**config.mk**
```make
export PLATFORM = sky130hd
export DESIGN_NAME = dpws_host
export DESIGN_NICKNAME = d
export VERILOG_FILES = /design/src/dpws_pkg.sv /design/src/dpws_host.sv /design/src/dpws_sync.sv
export VERILOG_INCLUDE_DIRS = /design/src
export SDC_FILE = /design/constraint.sdc
export NUM_CORES = 1
export LEC_CHECK = 0
export ABC_CLOCK_PERIOD_IN_PS = 3060
export BUFFER_PORTS_ARGS = -buffer_cell sky130_fd_sc_hd__buf_4
export CAP_MARGIN = 0
export CORE_UTILIZATION = 40
export DETAILED_ROUTE_END_ITERATION = 10
export PLACE_DENSITY = 0.75
export SLEW_MARGIN = 20
export SYNTH_ARGS = -nofsm -noshare
export SYNTH_HDL_FRONTEND = slang
export SYNTH_HIERARCHICAL = 1
export SYNTH_SLANG_ARGS = --single-unit
```
**constraint.sdc**
```tcl
create_clock -name sys_clk -period 3.06 [get_ports sys_clk]
set_input_delay 0.612 -clock sys_clk [delete_from_list [all_inputs] [get_ports sys_clk]]
set_output_delay 0.612 -clock sys_clk [all_outputs]
set_load 0.02 [all_outputs]
```
**src/dpws_map.svh**
```systemverilog
`ifndef DPWS_MAP_SVH
`define DPWS_MAP_SVH
// =====================================================================
// Timing figures in ns and derived cycle counts at 100 MHz.
// =====================================================================
`define DPWS_CLK_PERIOD_NS     10
`define DPWS_T_WC_NS           55
`define DPWS_T_WP_NS           40
`define DPWS_T_EW_NS           45
`define DPWS_T_DW_NS           30
`define DPWS_T_WZ_NS           25
`define DPWS_T_OW_NS           0
`define DPWS_T_HZ_NS           25
`define DPWS_T_AA_NS           55
`define DPWS_T_SWRD_NS         5
`define DPWS_T_SU_NS           10
`define DPWS_T_DH_NS           0
`define DPWS_CYC(ns) (((ns) + `DPWS_CLK_PERIOD_NS - 1) / `DPWS_CLK_PERIOD_NS)
`define DPWS_MAX2(a, b) (((a) > (b)) ? (a) : (b))
`define DPWS_WP_OE_LOW_CYC \
  `DPWS_MAX2(`DPWS_CYC(`DPWS_T_WP_NS), \
             `DPWS_CYC(`DPWS_T_WZ_NS + `DPWS_T_OW_NS + `DPWS_T_DW_NS))
`define DPWS_WP_OE_HIGH_CYC \
  `DPWS_MAX2(`DPWS_CYC(`DPWS_T_WP_NS), `DPWS_CYC(`DPWS_T_DW_NS))
`define DPWS_SETUP_CYC \
  `DPWS_MAX2(1, `DPWS_CYC(`DPWS_T_SU_NS))
`define DPWS_HOLD_CYC \
  `DPWS_MAX2(1, `DPWS_CYC(`DPWS_T_DH_NS))
`define DPWS_SWRD_CYC \
  `DPWS_MAX2(1, `DPWS_CYC(`DPWS_T_SWRD_NS))
`define DPWS_READ_CYC \
  `DPWS_MAX2(`DPWS_CYC(`DPWS_T_AA_NS), `DPWS_CYC(`DPWS_T_HZ_NS))
`define DPWS_CNT_W             4
`define DPWS_ADDR_W            16
`define DPWS_DATA_W            8
`define DPWS_FLAG_ADDR_W       3
`define DPWS_FLAG_REQ_BIT      0
`endif

```
**src/dpws_pkg.sv**
```systemverilog
package dpws_pkg;
  typedef enum logic [1:0] {
    DPWS_OP_ARRAY_WRITE,
    DPWS_OP_ARRAY_READ,
    DPWS_OP_FLAG_CLAIM,
    DPWS_OP_FLAG_RELEASE
  } dpws_op_t;
endpackage

```
**src/dpws_host.sv**
```systemverilog
// Summary of operation
// Array needs select low; flags need flag select.
// Device writes while select and strobe low.
// Write ends at first rising select or strobe.
// Keep strobe high while address changes.
// Select falling after strobe keeps outputs off.
// Never drive data while device drives pins.
// Stretch pulse when output enable is low.
// Hold write data after write ends.
// Wait write-to-read interval before flag read.
// Flag read returns flag on every bit.
// Near-simultaneous claims grant exactly one port.
// Claim by writing zero, then read back.
`timescale 1ns/1ps
`default_nettype none
`include "dpws_map.svh"
module dpws_host (
  input  wire logic                         sys_clk,
  input  wire logic                         reset,
  input  wire logic                         cmd_valid,
  output logic                              cmd_ready,
  input  wire dpws_pkg::dpws_op_t           cmd_op,
  input  wire logic [`DPWS_ADDR_W-1:0]      cmd_addr,
  input  wire logic [`DPWS_DATA_W-1:0]      cmd_wdata,
  output logic                              rsp_valid,
  output logic      [`DPWS_DATA_W-1:0]      rsp_data,
  output logic                              rsp_granted,
  output logic                              chip_sel_n,
  output logic                              flag_select_n,
  output logic                              rw_n,
  output logic                              out_en_n,
  output logic      [`DPWS_ADDR_W-1:0]      addr,
  output logic      [`DPWS_DATA_W-1:0]      data_o,
  output logic                              data_oe,
  input  wire logic [`DPWS_DATA_W-1:0]      data_i
);
  // ===================================================================
  // Pin input synchroniser
  // ===================================================================
  logic [`DPWS_DATA_W-1:0] data_sync;

  dpws_sync #(
    .WIDTH (`DPWS_DATA_W)
  ) u_sync (
    .sys_clk  (sys_clk),
    .reset    (reset),
    .async_in (data_i),
    .sync_out (data_sync)
  );

  // ===================================================================
  // Sequencer
  // ===================================================================
  typedef enum logic [2:0] {
    DPWS_IDLE,
    DPWS_SETUP,
    DPWS_PULSE,
    DPWS_HOLD,
    DPWS_GAP,
    DPWS_READ
  } dpws_state_t;

  localparam logic [`DPWS_CNT_W-1:0] SETUP_C = `DPWS_CNT_W'(`DPWS_SETUP_CYC);
  localparam logic [`DPWS_CNT_W-1:0] WPLOW_C =
    `DPWS_CNT_W'(`DPWS_WP_OE_LOW_CYC);
  localparam logic [`DPWS_CNT_W-1:0] WPHI_C =
    `DPWS_CNT_W'(`DPWS_WP_OE_HIGH_CYC);
  localparam logic [`DPWS_CNT_W-1:0] HOLD_C = `DPWS_CNT_W'(`DPWS_HOLD_CYC);
  localparam logic [`DPWS_CNT_W-1:0] SWRD_C = `DPWS_CNT_W'(`DPWS_SWRD_CYC);
  localparam logic [`DPWS_CNT_W-1:0] READ_C = `DPWS_CNT_W'(`DPWS_READ_CYC);

  dpws_state_t               state_reg, state_next;
  logic [`DPWS_CNT_W-1:0]    cnt_reg, cnt_next;
  dpws_pkg::dpws_op_t        op_reg, op_next;
  logic                      is_flag_reg, is_flag_next;
  logic                      claim_reg, claim_next;
  logic [`DPWS_ADDR_W-1:0]   addr_reg, addr_next;
  logic [`DPWS_DATA_W-1:0]   wdata_reg, wdata_next;
  logic                      cs_n_reg, cs_n_next;
  logic                      fs_n_reg, fs_n_next;
  logic                      rw_n_reg, rw_n_next;
  logic                      oe_n_reg, oe_n_next;
  logic                      doe_reg, doe_next;
  logic                      rsp_v_reg, rsp_v_next;
  logic [`DPWS_DATA_W-1:0]   rsp_d_reg, rsp_d_next;
  logic                      grant_reg, grant_next;

  assign cmd_ready = (state_reg == DPWS_IDLE);

  always_comb begin
    state_next   = state_reg;
    cnt_next     = cnt_reg;
    op_next      = op_reg;
    is_flag_next = is_flag_reg;
    claim_next   = claim_reg;
    addr_next    = addr_reg;
    wdata_next   = wdata_reg;
    cs_n_next    = cs_n_reg;
    fs_n_next    = fs_n_reg;
    rw_n_next    = rw_n_reg;
    oe_n_next    = oe_n_reg;
    doe_next     = doe_reg;
    rsp_v_next   = 1'b0;
    rsp_d_next   = rsp_d_reg;
    grant_next   = grant_reg;
    if (cnt_reg != '0) begin
      cnt_next = cnt_reg - `DPWS_CNT_W'(1);
    end
    case (state_reg)
      DPWS_IDLE: begin
        if (cmd_valid) begin
          // Address moves only here, with strobe and selects high.
          op_next   = cmd_op;
          addr_next = cmd_addr;
          is_flag_next = (cmd_op == dpws_pkg::DPWS_OP_FLAG_CLAIM) ||
                         (cmd_op == dpws_pkg::DPWS_OP_FLAG_RELEASE);
          claim_next = (cmd_op == dpws_pkg::DPWS_OP_FLAG_CLAIM);
          wdata_next = cmd_wdata;
          if (cmd_op == dpws_pkg::DPWS_OP_FLAG_CLAIM) begin
            wdata_next = '1;
            wdata_next[`DPWS_FLAG_REQ_BIT] = 1'b0;
          end else if (cmd_op == dpws_pkg::DPWS_OP_FLAG_RELEASE) begin
            wdata_next = '1;
          end
          cnt_next   = SETUP_C;
          state_next = DPWS_SETUP;
        end
      end
      DPWS_SETUP: begin
        if (cnt_reg == '0) begin
          if (op_reg == dpws_pkg::DPWS_OP_ARRAY_READ) begin
            cs_n_next  = 1'b0;
            oe_n_next  = 1'b0;
            cnt_next   = READ_C;
            state_next = DPWS_READ;
          end else begin
            // Strobe falls with the select so device outputs stay off.
            cs_n_next = is_flag_reg;
            fs_n_next = ~is_flag_reg;
            rw_n_next = 1'b0;
            oe_n_next = 1'b1;
            // Drive data only while device outputs are held off.
            doe_next  = 1'b1;
            // Output enable is high, so the plain pulse width suffices.
            cnt_next  = oe_n_reg ? WPHI_C : WPLOW_C;
            state_next = DPWS_PULSE;
          end
        end
      end
      DPWS_PULSE: begin
        if (cnt_reg == '0) begin
          // Strobe and selects rise together, closing the write.
          rw_n_next = 1'b1;
          cs_n_next = 1'b1;
          fs_n_next = 1'b1;
          cnt_next  = HOLD_C;
          state_next = DPWS_HOLD;
        end
      end
      DPWS_HOLD: begin
        if (cnt_reg == '0) begin
          doe_next = 1'b0;
          if (claim_reg) begin
            cnt_next   = SWRD_C;
            state_next = DPWS_GAP;
          end else begin
            rsp_v_next = 1'b1;
            grant_next = 1'b0;
            state_next = DPWS_IDLE;
          end
        end
      end
      DPWS_GAP: begin
        if (cnt_reg == '0) begin
          fs_n_next  = 1'b0;
          oe_n_next  = 1'b0;
          cnt_next   = READ_C;
          state_next = DPWS_READ;
        end
      end
      DPWS_READ: begin
        if (cnt_reg == '0) begin
          cs_n_next  = 1'b1;
          fs_n_next  = 1'b1;
          oe_n_next  = 1'b1;
          rsp_v_next = 1'b1;
          rsp_d_next = data_sync;
          // The flag appears on bit 0; zero means this port holds it.
          grant_next = claim_reg &&
                       !data_sync[`DPWS_FLAG_REQ_BIT];
          state_next = DPWS_IDLE;
        end
      end
      default: begin
        state_next = DPWS_IDLE;
      end
    endcase
  end

  always_ff @(posedge sys_clk or posedge reset) begin
    if (reset) begin
      state_reg   <= DPWS_IDLE;
      cnt_reg     <= '0;
      op_reg      <= dpws_pkg::DPWS_OP_ARRAY_WRITE;
      is_flag_reg <= 1'b0;
      claim_reg   <= 1'b0;
      addr_reg    <= '0;
      wdata_reg   <= '0;
      cs_n_reg    <= 1'b1;
      fs_n_reg    <= 1'b1;
      rw_n_reg    <= 1'b1;
      oe_n_reg    <= 1'b1;
      doe_reg     <= 1'b0;
      rsp_v_reg   <= 1'b0;
      rsp_d_reg   <= '0;
      grant_reg   <= 1'b0;
    end else begin
      state_reg   <= state_next;
      cnt_reg     <= cnt_next;
      op_reg      <= op_next;
      is_flag_reg <= is_flag_next;
      claim_reg   <= claim_next;
      addr_reg    <= addr_next;
      wdata_reg   <= wdata_next;
      cs_n_reg    <= cs_n_next;
      fs_n_reg    <= fs_n_next;
      rw_n_reg    <= rw_n_next;
      oe_n_reg    <= oe_n_next;
      doe_reg     <= doe_next;
      rsp_v_reg   <= rsp_v_next;
      rsp_d_reg   <= rsp_d_next;
      grant_reg   <= grant_next;
    end
  end

  assign chip_sel_n    = cs_n_reg;
  assign flag_select_n = fs_n_reg;
  assign rw_n          = rw_n_reg;
  assign out_en_n      = oe_n_reg;
  assign addr          = addr_reg;
  assign data_o        = wdata_reg;
  assign data_oe       = doe_reg;
  assign rsp_valid     = rsp_v_reg;
  assign rsp_data      = rsp_d_reg;
  assign rsp_granted   = grant_reg;
endmodule
`default_nettype wire

```
**src/dpws_sync.sv**
```systemverilog
`timescale 1ns/1ps
`default_nettype none
`include "dpws_map.svh"
module dpws_sync #(
  parameter int WIDTH = 8
) (
  input  wire logic             sys_clk,
  input  wire logic             reset,
  input  wire logic [WIDTH-1:0] async_in,
  output logic      [WIDTH-1:0] sync_out
);
  logic [WIDTH-1:0] stage1_reg;
  logic [WIDTH-1:0] stage2_reg;
  // First stage feeds only the second to limit metastability spread.
  always_ff @(posedge sys_clk or posedge reset) begin
    if (reset) begin
      stage1_reg <= '0;
      stage2_reg <= '0;
    end else begin
      stage1_reg <= async_in;
      stage2_reg <= stage1_reg;
    end
  end
  assign sync_out = stage2_reg;
endmodule
`default_nettype wire

```
==> metrics.txt <==
Setup crit end kind=flip-flop; Synth cell types=41; aggregate global routing overflow=0; Vias/cell=between 5 and 6; Post-DP Area=3390 um2; Die W=~85 um; via count=just over 2000; post-synthesis net count=around 270; worst hold margin=approximately 0.34 ns; Crit path required time=3.28 ns; number of synthesized flops with an enable pin=0; Leak Pwr=~1.7 nW; CTS Buffer Depth=2; endpoints failing setup=0; Post-route DRC=2; worst path arrival time=about 2.5 ns; Cells after Synth=about 230; Area Growth Syn to Fin=31.0%; H-tree Lvls=3; PnR worst setup slack=a little over 0.8 ns; Core Util, Final=a little under three fifths; Worst-Margin Slew=0.834 ns; violated checks=design-rule violations; fin area=3590 um2; n_diodes=0; core area=roughly 6500 um2; largest net degree at the start of global routing=approximately 50; CTS Root Cell=clkbuf_8; flip-flop and latch count after synthesis=66; die area=around 7200 um2; Slew Limit Headroom=approximately 44%; Worst-path clk slew=roughly 0.080 ns; Most used DFF post-synth=dfrtp_1; Clock Latency Late Sink=between 0.3 and 0.4 ns; register area share after synthesis=between 60% and 70%; most common cell after layout, fill and taps aside=buf_4; final non-filler cell total=between 300 and 400; DRT iter0 DRCs=between 100 and 150; Final Hold Viols=0; Worst Skew=between 0.006 and 0.007 ns; syn_area_per_cell=~12 um2; IO Port Bufs=between 70 and 80; total clock sinks=66; Die Ht=84.8 um; Critical Path Start Type=flip-flop; Final Max Tran Viols=0; final antenna-violating net count=0; dpl cells=~370; commonest non-fill, non-tap cells in the layout=81 x buf_4, 62 x dfrtp_1, 27 x mux2_2, 22 x nor2_1, 18 x a21oi_1; hpwl dp=around 3.8 mm; Max Cap Violations=0; unrepaired setup endpoints after global routing=false; Final Critical Period=about 2.2 ns; total design power=roughly 3.8 mW; fraction of layout cells with a size suffix above 1=a little over two fifths; Final TNS setup=0 ns; CTS buffer count=9; mapped cell area=2740 um2; WL/cell=between 10 and 15 um; CP Class=reg -> reg; max reg flops=16; first-pass GRT wire length=between 9 and 10 mm; I/O pin count=slightly below 80; Pre-antenna DRT Iters=9; Peak Freq=roughly 450 MHz; Min-Delay Path Class=in -> async; initial antenna violation count=0; TritonCTS clock tree=built; GPL Wtd Cong=between 0.7 and 0.8; Post-CTS Hold Buffers=0; CTS resizes=0; critical path peak fanout=11; Post-synth ARST share=between 90% and 100%; postcts setup bufs=0; status=finished, violations left; # rows=29; Pwr per Cell Area=roughly 1100 nW/um2; vias in the first global route=about 2100; Tcrit/Tclk final=about three quarters; DRT Wirelength=about 5.6 mm; Synth Warn #=6; All-Layer GR Usage=17.3%; pre-CTS setup slack=approximately 0.82 ns; Initial Util=between 40 and 50%; Final #Nets=approximately 350; maximum vdd drop=528 uV
==> power by group <==
group | total, mW | switching [mW] | internal, mW
sequential | 1.41 | 0.211 | 1.20
combinational | 1.66 | 0.907 | 0.758
clock | 0.732 | 0.349 | 0.383
total | 3.81 | 1.47 | 2.34
==> cells in the mapped netlist, drive strengths merged, types with 3 or more instances <==
cell / n / area [um2]
a21oi: 18 / 90.1
a31oi: 4 / 25.0
buf: 6 / 33.8
clkbuf: 7 / 26.3
dfrtp: 62 / 1550
dfstp: 4 / 105
ha: 3 / 37.5
inv: 10 / 40.0
mux2: 27 / 304
nand2: 9 / 33.8
nand2b: 3 / 18.8
nand3b: 3 / 22.5
nor2: 23 / 86.3
nor3: 4 / 31.3
nor3b: 3 / 33.8
o211ai: 3 / 22.5
o21ai: 14 / 70.1
==> layout make-up <==
class                           count  area, um2
Multi-Input combinational cell    140        986
Inverter                           10       41.3
Clock inverter                      7       77.6
Sequential cell                    66       1660
Timing Repair Buffer               81        608
Clock buffer                        9        124
Tap cell                           77       96.3
Fill cell                         558       2910
==> metal layers <==
layer	vias up	global-route usage, %	share of wire [%]
met5	-	0	0
met4	0	8.78	2.1
met3	13	4.72	6.5
met2	77	27.6	48
met1	994	21.6	44
li1	962	-	-
==> kinds of logic (layout without fill, tap and decap cells) <==
family          Yosys count  count (layout)  synth area share [%]
compound gates           52              52                  11.5
flops                    66              66                  60.5
fa+ha+maj                 3               3                  1.37
mux                      29              29                  11.8
simple gates             56              56                  11.2
buf+inv                  23             107                  3.65
==> critical path, cell delays in order (launching register included) <==
cell,delay [ns]
dfrtp_1,0.41
inv_1,0.11
ha_1,0.26
nor3b_4,0.44
inv_4,0.14
nor3_4,0.38
mux2_2,0.38
==> final timing paths <==
kind / cells after the start / slack [ns] / start / endpoint
worst max-delay path: 6 / 0.82 / cnt_reg[0] / rsp_data[6]
worst min-delay path: 2 / 0.34 / reset / u_sync/sync_out[3]
worst max register to register: 6 / 0.82 / cnt_reg[0] / rsp_data[6]
worst min register to register: 0 / 0.35 / u_sync/stage1_reg[1] / u_sync/sync_out[1]
max in group asynchronous: 3 / 2.00 / reset / out_en_n
min in group sys_clk: 0 / 0.35 / u_sync/stage1_reg[1] / u_sync/sync_out[1]
Power figures use the tool's default switching activity.
